--- config.mk ---
export PLATFORM = sky130hd
export DESIGN_NAME = ksd_core
export DESIGN_NICKNAME = d
export VERILOG_FILES = /design/src/design/ksd_pkg.sv /design/src/design/ksd_tim_if.sv /design/src/design/ksd_timer.sv /design/src/design/ksd_core.sv
export SDC_FILE = /design/constraint.sdc
export NUM_CORES = 1
export LEC_CHECK = 0
export BUFFER_PORTS_ARGS = -buffer_cell sky130_fd_sc_hd__buf_2
export CORE_MARGIN = 2
export CORE_UTILIZATION = 30
export DETAILED_ROUTE_END_ITERATION = 16
export PLACE_DENSITY = 0.57
export SETUP_SLACK_MARGIN = 0.5
export SLEW_MARGIN = 5
export SYNTH_ARGS = -nofsm -noshare
export SYNTH_HDL_FRONTEND = slang
export SYNTH_HIERARCHICAL = 1
export SYNTH_SLANG_ARGS = --single-unit
--- constraint.sdc ---
create_clock -name core_clk -period 2.7 [get_ports core_clk]
set_input_delay 0.405 -clock core_clk [delete_from_list [all_inputs] [get_ports core_clk]]
set_output_delay 0.405 -clock core_clk [all_outputs]
set_load 0.02 [all_outputs]
--- src/design/ksd_pkg.sv ---
// Package: constants for the key source decoder and key latch flag
package ksd_pkg;
  // Core clock rate in kHz (40 MHz, 25 ns period)
  localparam int CLK_KHZ = 40_000;
  // Strobe window length in microseconds
  localparam int STROBE_US = 333;
  // Strobe repeat period in milliseconds
  localparam int PERIOD_MS = 10;
  // Least window length in cycles, rounded up
  localparam int STROBE_CYC = (STROBE_US * CLK_KHZ + 999) / 1000;
  // Repeat period in cycles
  localparam int PERIOD_CYC = PERIOD_MS * CLK_KHZ;
  // Widths of the internal ports and the decoder
  localparam int PHASE_W = 2;
  localparam int SRC_W = 4;
  localparam int LINE_N = 16;
  localparam int RET_W = 4;
  // Reset values of the internal ports
  localparam logic [1:0] PHASE_RST = 2'h0;
  localparam logic [3:0] SRC_RST = 4'h0;
  // Search phase codes
  localparam logic [1:0] PH_SINGLE = 2'h0;
  localparam logic [1:0] PH_EIGHTH = 2'h1;
  localparam logic [1:0] PH_QUARTER = 2'h2;
  localparam logic [1:0] PH_HALF = 2'h3;
  // Masks for one half, quarter and eighth of the lines
  localparam logic [15:0] MASK_HALF = 16'h00ff;
  localparam logic [15:0] MASK_QUARTER = 16'h000f;
  localparam logic [15:0] MASK_EIGHTH = 16'h0003;
  localparam logic [15:0] MASK_SINGLE = 16'h0001;
endpackage

--- src/design/ksd_tim_if.sv ---
// Interface: strobe timing from the period timer to the decoder core
`timescale 1ns/1ps
`default_nettype none
interface ksd_tim_if;
  // High during the strobe window of each period
  logic strobe_on;
  // One-cycle pulse at the first cycle of a window
  logic start;
  // One-cycle pulse when a full window has elapsed
  logic done;
  modport tim (output strobe_on, output start, output done);
  modport core (input strobe_on, input start, input done);
endinterface
`default_nettype wire

--- src/design/ksd_timer.sv ---
// Period timer: strobe window repeated once every period
`timescale 1ns/1ps
`default_nettype none
module ksd_timer
  import ksd_pkg::*;
#(
  parameter int PER_CYC = PERIOD_CYC,
  parameter int WIN_CYC = STROBE_CYC
)(
  input wire logic core_clk,
  input wire logic sys_rst,
  ksd_tim_if.tim tim
);
  // Timer state
  typedef struct packed {
    logic [31:0] cnt;
    logic on;
    logic start;
    logic done;
  } ksd_tim_t;

  ksd_tim_t st;
  ksd_tim_t next_st;

  // Count through the period; window covers the first WIN_CYC cycles
  always_comb
  begin
    next_st = st;
    next_st.start = 1'b0;
    next_st.done = 1'b0;
    if (st.cnt == 32'(PER_CYC - 1))
    begin
      // Wrap and open a new window
      next_st.cnt = 32'h0;
      next_st.start = 1'b1;
    end
    else
    begin
      next_st.cnt = st.cnt + 32'h1;
    end
    next_st.on = (next_st.cnt < 32'(WIN_CYC));
    // Window has run its full length
    next_st.done = (st.cnt == 32'(WIN_CYC - 1));
  end

  // State register
  always_ff @(posedge core_clk)
  begin
    if (sys_rst)
    begin
      st <= '{cnt: 32'(PER_CYC - 1), on: 1'b0, start: 1'b0, done: 1'b0};
    end
    else
    begin
      st <= next_st;
    end
  end

  assign tim.strobe_on = st.on;
  assign tim.start = st.start;
  assign tim.done = st.done;
endmodule
`default_nettype wire

--- src/design/ksd_core.sv ---
// Key source decoder with key return latch and key latch status flag
//
// Function
// - Port write clears the latch flag
// - Either test instruction clears the flag unless the flag sets in that cycle
// - Flag sets after full window and capture
// - Test instructions report the flag
// - Flag works only with latch enable set
// - Power-on clear and clock stop zero flag
// - Undefined codes drive no source line
// - Strobe repeats once every period
// - Six-bit code decodes to sixteen lines
// - Strobes need latch and display enables
// - Return lines latched with strobe, readable
// - Phase upper bits read zero, not stored
`timescale 1ns/1ps
`default_nettype none
module ksd_core
  import ksd_pkg::*;
#(
  parameter int PER_CYC = PERIOD_CYC,
  parameter int WIN_CYC = STROBE_CYC
)(
  input wire logic core_clk,
  input wire logic sys_rst,
  input wire logic phase_wr,
  input wire logic [ksd_pkg::SRC_W-1:0] phase_wdata,
  input wire logic source_bit_wr,
  input wire logic [ksd_pkg::SRC_W-1:0] source_bit_wdata,
  input wire logic test_latch_true,
  input wire logic test_latch_false,
  input wire logic clock_stop_instr,
  input wire logic key_latch_enable,
  input wire logic display_enable,
  input wire logic [ksd_pkg::RET_W-1:0] key_return_input,
  output logic [ksd_pkg::LINE_N-1:0] key_source_line,
  output logic [ksd_pkg::RET_W-1:0] key_latch_read,
  output logic [ksd_pkg::SRC_W-1:0] phase_port,
  output logic [ksd_pkg::SRC_W-1:0] source_bit_port,
  output logic key_latch_flag,
  output logic test_skip
);
  import ksd_pkg::*;

  // Whole block state
  typedef struct packed {
    logic [PHASE_W-1:0] phase;     // Search phase
    logic [SRC_W-1:0] src;         // Source bit selection
    logic [RET_W-1:0] sync1;       // Pin synchroniser stages
    logic [RET_W-1:0] sync2;
    logic [RET_W-1:0] sync3;
    logic [RET_W-1:0] ret;         // Settled return level
    logic [RET_W-1:0] key_data;    // Latched key data
    logic [RET_W-1:0] rd;          // Read value
    logic flag;                    // Key latch status flag
    logic valid;                   // Current window fully enabled
    logic skip;                    // Result of last test instruction
    logic [LINE_N-1:0] lines;      // Driven source lines
  } ksd_core_t;

  ksd_core_t st;
  ksd_core_t next_st;
  ksd_tim_if tim_bus ();

  logic [LINE_N-1:0] dec_mask;     // Decoded lines for current code
  logic code_ok;                   // Code is one of the defined ones
  logic enabled;                   // Both enables set
  logic port_wr;                   // Any internal port write
  logic test_ev;                   // Any test instruction
  logic set_ev;                    // Flag set event

  // Period and window timing
  ksd_timer #(.PER_CYC(PER_CYC), .WIN_CYC(WIN_CYC)) u_timer (
    .core_clk(core_clk),
    .sys_rst(sys_rst),
    .tim(tim_bus.tim)
  );

  // Binary search decoder on {phase, src}
  always_comb
  begin
    dec_mask = '0;
    code_ok = 1'b0;
    unique case (st.phase)
      PH_HALF:
      begin
        // Top source bit picks one half
        code_ok = (st.src[2:0] == 3'h0);
        dec_mask = MASK_HALF << {st.src[3], 3'h0};
      end
      PH_QUARTER:
      begin
        // Top two bits pick one quarter
        code_ok = (st.src[1:0] == 2'h0);
        dec_mask = MASK_QUARTER << {st.src[3:2], 2'h0};
      end
      PH_EIGHTH:
      begin
        // Top three bits pick one eighth
        code_ok = !st.src[0];
        dec_mask = MASK_EIGHTH << {st.src[3:1], 1'b0};
      end
      PH_SINGLE:
      begin
        // All four bits pick one line
        code_ok = 1'b1;
        dec_mask = MASK_SINGLE << st.src;
      end
    endcase
    if (!code_ok)
    begin
      dec_mask = '0;
    end
  end

  assign enabled = key_latch_enable && display_enable;
  assign port_wr = phase_wr || source_bit_wr;
  assign test_ev = test_latch_true || test_latch_false;
  // Set needs a whole enabled window with no new selection written
  assign set_ev = tim_bus.done && st.valid && key_latch_enable && !port_wr;

  // Next state
  always_comb
  begin
    next_st = st;
    // Internal ports; clock stop leaves them alone
    if (phase_wr)
    begin
      next_st.phase = phase_wdata[PHASE_W-1:0];
    end
    if (source_bit_wr)
    begin
      next_st.src = source_bit_wdata;
    end
    // Three-stage pin synchroniser, settles when stages two and three agree
    next_st.sync1 = key_return_input;
    next_st.sync2 = st.sync1;
    next_st.sync3 = st.sync2;
    if (st.sync2 == st.sync3)
    begin
      next_st.ret = st.sync3;
    end
    // Window validity tracking
    if (tim_bus.start)
    begin
      // A write taken with the start pulse makes the first strobe cycle stale
      next_st.valid = enabled && !port_wr;
    end
    else if (!enabled || port_wr)
    begin
      next_st.valid = 1'b0;
    end
    // Capture return lines at the end of the strobe
    if (tim_bus.done && st.valid)
    begin
      next_st.key_data = st.ret;
    end
    // Read path: latch when enabled, settled return level otherwise
    next_st.rd = key_latch_enable ? next_st.key_data : st.ret;
    // Test result reflects the flag before the clear
    if (test_latch_true)
    begin
      next_st.skip = st.flag;
    end
    else if (test_latch_false)
    begin
      next_st.skip = !st.flag;
    end
    // Flag: latch disable and clock stop clears win over set, set wins over test clears; a port write blocks the set
    if (!key_latch_enable || clock_stop_instr)
    begin
      next_st.flag = 1'b0;
    end
    else if (set_ev)
    begin
      next_st.flag = 1'b1;
    end
    else if (port_wr || test_ev)
    begin
      next_st.flag = 1'b0;
    end
    // Drive lines only inside the window with both enables
    next_st.lines = (tim_bus.strobe_on && enabled) ? dec_mask : '0;
  end

  // State register
  always_ff @(posedge core_clk)
  begin
    if (sys_rst)
    begin
      st <= '{phase: PHASE_RST, src: SRC_RST, flag: 1'b0, default: '0};
    end
    else
    begin
      st <= next_st;
    end
  end

  assign key_source_line = st.lines;
  assign key_latch_read = st.rd;
  assign phase_port = {2'h0, st.phase};
  assign source_bit_port = st.src;
  assign key_latch_flag = st.flag;
  assign test_skip = st.skip;
endmodule
`default_nettype wire

Word level (Yosys, flattened, before mapping)
Cells that the tools add are included.
{"block": "word_totals", "input_bits": 21, "output_inout_bits": 30, "reg_bits": 84}
{"block": "op_classes", "eq_ne": 6, "mux": 12, "magnitude_cmp": 1, "shift": 4, "addsub": 1, "n_bitwise": 2, "n_reduce_logical": 24}
{"op": "$pmux W16 S4", "n": 1}
{"op": "$add A32 B1 Y32 const B", "n": 1}
{"op": "$eq A32 B14 Y1 const B", "n": 1}
{"op": "$eq A32 B19 Y1 const B", "n": 1}
{"op": "$lt A32 B14 Y1 const B", "n": 1}
{"op": "$mux W32", "n": 1}
{"op": "$shl A1 B4 Y16 const A", "n": 1}
{"op": "$shl A2 B4 Y16 const A", "n": 1}
{"op": "$shl A4 B4 Y16 const A", "n": 1}
{"op": "$shl A8 B4 Y16 const A", "n": 1}
{"op": "$mux W4", "n": 2}
{"op": "$mux W1", "n": 7}
{"op": "$logic_and A1 B1 Y1", "n": 6}
{"op": "$reduce_bool A2 Y1", "n": 3}
{"op": "$logic_not A1 Y1", "n": 5}
{"op": "$logic_or A1 B1 Y1", "n": 5}
{"op": "$eq A2 B2 Y1 const B", "n": 2}
{"op": "$eq A4 B4 Y1", "n": 1}
{"op": "$logic_not A2 Y1", "n": 2}
{"op": "$pmux W1 S4", "n": 1}
{"op": "$logic_not A3 Y1", "n": 1}
{"op": "$reduce_or A3 Y1", "n": 1}
{"op": "$eq A2 B1 Y1 const B", "n": 1}
{"op": "$not A1 Y1", "n": 2}
{"op": "$reduce_or A2 Y1", "n": 1}

Depth between registers and ports, before layout
{"block": "logic_depth", "depth_word": 5, "depth_mapped": 8}

Cells and area by module
The synthesis kept the hierarchy.
{"module": "ksd_timer", "cells_each": 285, "n_inst": 1, "area_per_inst_um2": 2237.1}
{"module": "ksd_core", "cells_each": 200, "n_inst": 1, "area_per_inst_um2": 1964.4}

Worst setup path before layout
Ideal clock, no wire load.
{"block": "synth_path", "path_kind": "register -> register", "from": "reg u_timer/st[3] in the netlist's numbering", "to": "reg u_timer/st[25] in the netlist's numbering", "arrival_ns": 2.415, "setup_time_ns": 0.115, "path_stages_with_launch": 9, "period_less_slack_ns": 2.530, "required_time_ns": 2.585, "path_slack_ns": 0.170, "cell_sequence": "dfxtp_1 -> ha_1 -> nand2_1 -> or4_1 -> or4_1 -> clkbuf_1 -> nand2b_1 -> clkbuf_1 -> o21ba_2"}
{"block": "synth_via", "elab_chain_cells": 2, "elab_cells_between_ends": 3, "classes_between": "1 x add/sub; 1 x eq/ne; 1 x mux"}
{"element": "from (decl)", "line": "ksd_timer.sv:22", "source": "ksd_tim_t st;"}
{"element": "from (signal assigned)", "line": "ksd_timer.sv:51", "source": "st <= '{cnt: 32'(PER_CYC - 1), on: 1'b0, start: 1'b0, done: 1'b0};"}
{"element": "from (signal assigned)", "line": "ksd_timer.sv:55", "source": "st <= next_st;"}
{"element": "$add A32 B1 Y32 or $eq A32 B19 Y1 (tied branches)", "line": "ksd_timer.sv:39, ksd_timer.sv:31"}
{"element": "$mux W32 (*)", "line": "ksd_timer.sv:31", "source": "if (st.cnt == 32'(PER_CYC - 1))"}
Every way passes the cells marked *; elsewhere a longest branch is shown, timed or not.
A chain may end at the register's enable or synchronous reset.

Worst setup path after layout
{"block": "layout_path", "from": "reg u_timer/st[17] in the netlist's numbering", "to": "reg u_timer.st, in the netlist u_timer/tim.strobe_on"}
{"block": "layout_via", "elab_chain_cells": 3, "elab_cells_between_ends": 4, "classes_between": "1 x add/sub; 1 x order compare; 1 x eq/ne; 1 x mux"}
{"element": "$add A32 B1 Y32 or $eq A32 B19 Y1 (tied branches)", "line": "ksd_timer.sv:39, ksd_timer.sv:31"}
{"element": "$mux W32 (*)", "line": "ksd_timer.sv:31"}
{"element": "$lt A32 B14 Y1 (*)", "line": "ksd_timer.sv:41", "source": "next_st.on = (next_st.cnt < 32'(WIN_CYC));"}
Marks and branches as above.

==> summary.md <==
| Metric | Value |
|---|---|
| Yosys reg bits | 84 |
| Die Ht | between 100 and 150 um |
| DR DRC count | 0 |
| Commonest non-fill, non-tap cell in the layout | dfxtp_1 |
| Adder-cell share of the synthesized area | 0.298% |
| Vias in the first global route | roughly 3200 |
| Antenna violations before repair | 0 |
| Total CTS buffers | 9 |
| Worst Clk Skew | approximately 8.0 ps |
| Hold Crit Start | clock_stop_instr |
| Most common flop cell mapped by yosys | dfxtp_1 |
| Final setup fails | 0 |
| Cell Chain, Critical Path | and4_1 -> nand4_1 -> o41a_1 -> a211oi_1 -> o2111ai_1 -> a211oi_2 |
| Setup_tns | 0 ps |
| WL/cell | between 10 and 15 um |
| Postcts setup bufs | 0 |
| Cells after synthesis | 485 |
| Critical path's slowest cell | o41a_1 |
| CP arrival | 2570 ps |
| Clock buffer depth | 2 |
| Largest delay share family, worst path | compound AO/OA/AOI/OAI gates |
| CTS Root Cell | clkbuf_16 |
| Worst slew margin | 53.5% |
| Startpoint type of the worst setup path | flop |
| Worst Hold Class | in2reg |
| Post-Syn Area | 4200 um2 |
| Yosys warns | 6 |
| Tot GR Track Use | 13.0% |
| Count of buffer and inverter cells on the critical path | 0 |
| TritonCTS clock tree | built |
| Commonest non-fill, non-tap cells in the layout | dfxtp_1, nor2_1, buf_2 |
| Final Power | between 3 and 4 mW |
| Post-DP HPWL | 6760 um |
| Fraction of layout cells with a size suffix above 1 | 24.2% |
| DR iter-0 viols | 216 |
| Complex-gate fraction of the synthesized area | 8.76% |
| Worst path max stage delay | 470 ps |
| Worst r2r src | u_timer/st[17] |
| Sw Ratio | around 31% |
| Count of final hold-check violations | 0 |
| Fill cell count | 1439 |
| Setup CP Type | reg2reg |
| Net Switching | 1.17 mW |
| RSZ-0062 raised after global routing | yes |
| IO Pins | 51 |
| Clock transition at path regs | 60 ps |
| Largest net degree at the start of global routing | 35 |
| Clk sinks | 84 |
| Die area | 15000 um2 |
| DRT Pass-1 Iters | 4 |
| Crit Path Max Fanout | 8 |
| Core Box Area | 13800 um2 |
| Worst slew pin tran | 697 ps |
| Grt ovf | 0 |
| Port bufs | 46 |
| Critical Path RT | 2960 ps |
| First-pass GRT wire length | 15500 um |
| Multiplexer share of the synthesized area | roughly 4.3% |
| Leak | 1.83 nW |
| Sequential share of the synthesized area | ~40% |
| Total Nets Final | 522 |
| VDD IR-drop max | a little under 300 uV |
| Fin crit period | 2310 ps |
| Post-route ant nets | 0 |
| H-tree depth | 3 |
| Fin util | 35.2% |
| DR vias | 3383 |
| Netlist cell types | 61 |
| Pint | 2.59 mW |
| Post-Place Cells | 669 |
| # rows | 43 |
| Combinational share of power | 23.5% |
| Hold WS | 215 ps |
| Part of the cycle the worst path needs | 85.5% |
| Asr flop ratio synth | 0% |
| Final Slew Violations | 0 |
| Simple-Gate Fraction of Synth Area | approximately 30% |
| EDFF count, synth | 0 |
| Setup crit end kind | flop |
| Clock network power share | 35.1% |
| Antenna diodes | 0 |
| Xor and xnor area share after synthesis | 6.88% |
| Dominant combinational cell family by area after synthesis | simple AND/OR/NAND/NOR gates |
| Routed wire length | about 9400 um |
| Max Cap Viol | 0 |
| CP startpoint | u_timer/st[17] |
| Chip width | 122 um |
| Final cell count without fillers | 685 |
| Hold Buf Count CTS | 0 |
| Status | finished clean |
| Reg power frac | 41.4% |
| Mean Syn Cell Area | 8.66 um2 |
| GPL Wtd Cong | 0.850 |
| F_max | 433 MHz |
| Power Dens Cells | 774 nW/um2 |
| Initial Utilization | 30.5% |
| Growth of design area from synthesis to finish | 15.4% |
| Clock Latency Late Sink | ~340 ps |
| DR vias/cell | between 4 and 5 |
## cell families (layout without fill, tap and decap cells)
logic type,Yosys count,count (layout)
AND/OR/NAND/NOR,227,227
flip-flops,84,84
buffers and inverters,71,90
AO/OA/AOI/OAI,50,50
XOR/XNOR,33,33
multiplexers,18,18
adder cells (fa/ha/maj),1,1
other,1,2
## sequential cells by signal, indices dropped and copies added, names as in the netlist
name,count
key_latch_flag,1
phase_port,2
source_bit_port,4
key_latch_read,4
next_st,8
u_timer/st,32
test_skip,1
u_timer/tim.done,1
key_source_line,16
u_timer/tim.strobe_on,1
u_timer/tim.start,1
st,13
## metal layers
metal / share of wire, % / global-route usage (%) / vias up
met1: 47 / 16.9 / 1564
met4: 2.4 / 5.39 / 0
li1: - / - / 1703
met2: 45 / 21.0 / 91
met3: 5.6 / 2.88 / 25
met5: 0 / 0 / -
## synthesized netlist by cell type, types with 3 or more instances
cell type	instances	area share (%)
nand2_1	25	2.2
or3_1	8	1.2
o21bai_1	4	0.71
clkbuf_1	25	2.2
nand2b_1	7	1.0
and2_1	3	0.45
buf_6	4	1.1
buf_2	4	0.48
nor4b_1	4	0.83
and3_1	6	0.89
buf_4	30	5.4
nor4_1	13	1.9
dfxtp_1	84	40
nand3_1	22	2.6
and4_1	8	1.7
nor3b_1	5	0.89
or4_1	6	1.1
o21ai_0	5	0.60
xnor2_1	26	5.4
nor2b_1	13	1.9
nand4_1	20	3.0
xor2_1	7	1.5
nor2_1	61	5.4
nor3_1	13	1.5
a21oi_1	10	1.2
a21o_1	5	0.89
mux2i_1	17	4.0
a211oi_1	4	0.71
inv_1	6	0.54
o21ba_2	3	0.71
## final cells by class
cell class | instances | area (um2) | share of cell area [%]
clock buffers | 11 | 233 | 4.80
inverters | 6 | 22.5 | 0.464
flip-flops and latches | 84 | 1720 | 35.4
clock inverters | 5 | 85.1 | 1.75
multi-input cells | 331 | 2170 | 44.8
well taps | 180 | 225 | 4.64
repair buffers | 68 | 395 | 8.15
## path summary, 6_finish.rpt
| check | end | slack (ps) | cells past startpoint |
|---|---|---|---|
| max | u_timer/tim.strobe_on | 390 | 6 |
| min | key_latch_flag | 220 | 2 |
| max reg2reg | u_timer/tim.strobe_on | 390 | 6 |
| min reg2reg | next_st[31] | 430 | 1 |
## power by group through the flow
stage	Clock [mW]	Combinational, mW	Sequential (mW)
CTS	1.35	0.869	1.54
global placement	0	0.834	1.55
floorplan	0	0.706	1.45
global route	1.40	0.974	1.57
detailed placement	0	0.837	1.56
finish	1.32	0.883	1.55
## what timing repair did
item,CTS,global route
gates resized for setup,21,8
setup endpoints to repair,12,11
pin swaps,1,2
## worst reg2reg max path, delay by kind of cell (launching register included)
| family | cells | cell delay, ps |
|---|---|---|
| and+or+nand+nor | 2 | 550 |
| DFF | 1 | 410 |
| AOI/OAI and AO/OA | 4 | 1280 |
## metrics by stage
stage                     setup WS [ps]  cell area [um2]
after floorplan                     415             4290
final                               391             4850
after global placement              299             4460
after CTS                           368             4830
after detailed placement            280             4460
after global routing                313             4850
Power figures use the tool's default switching activity.
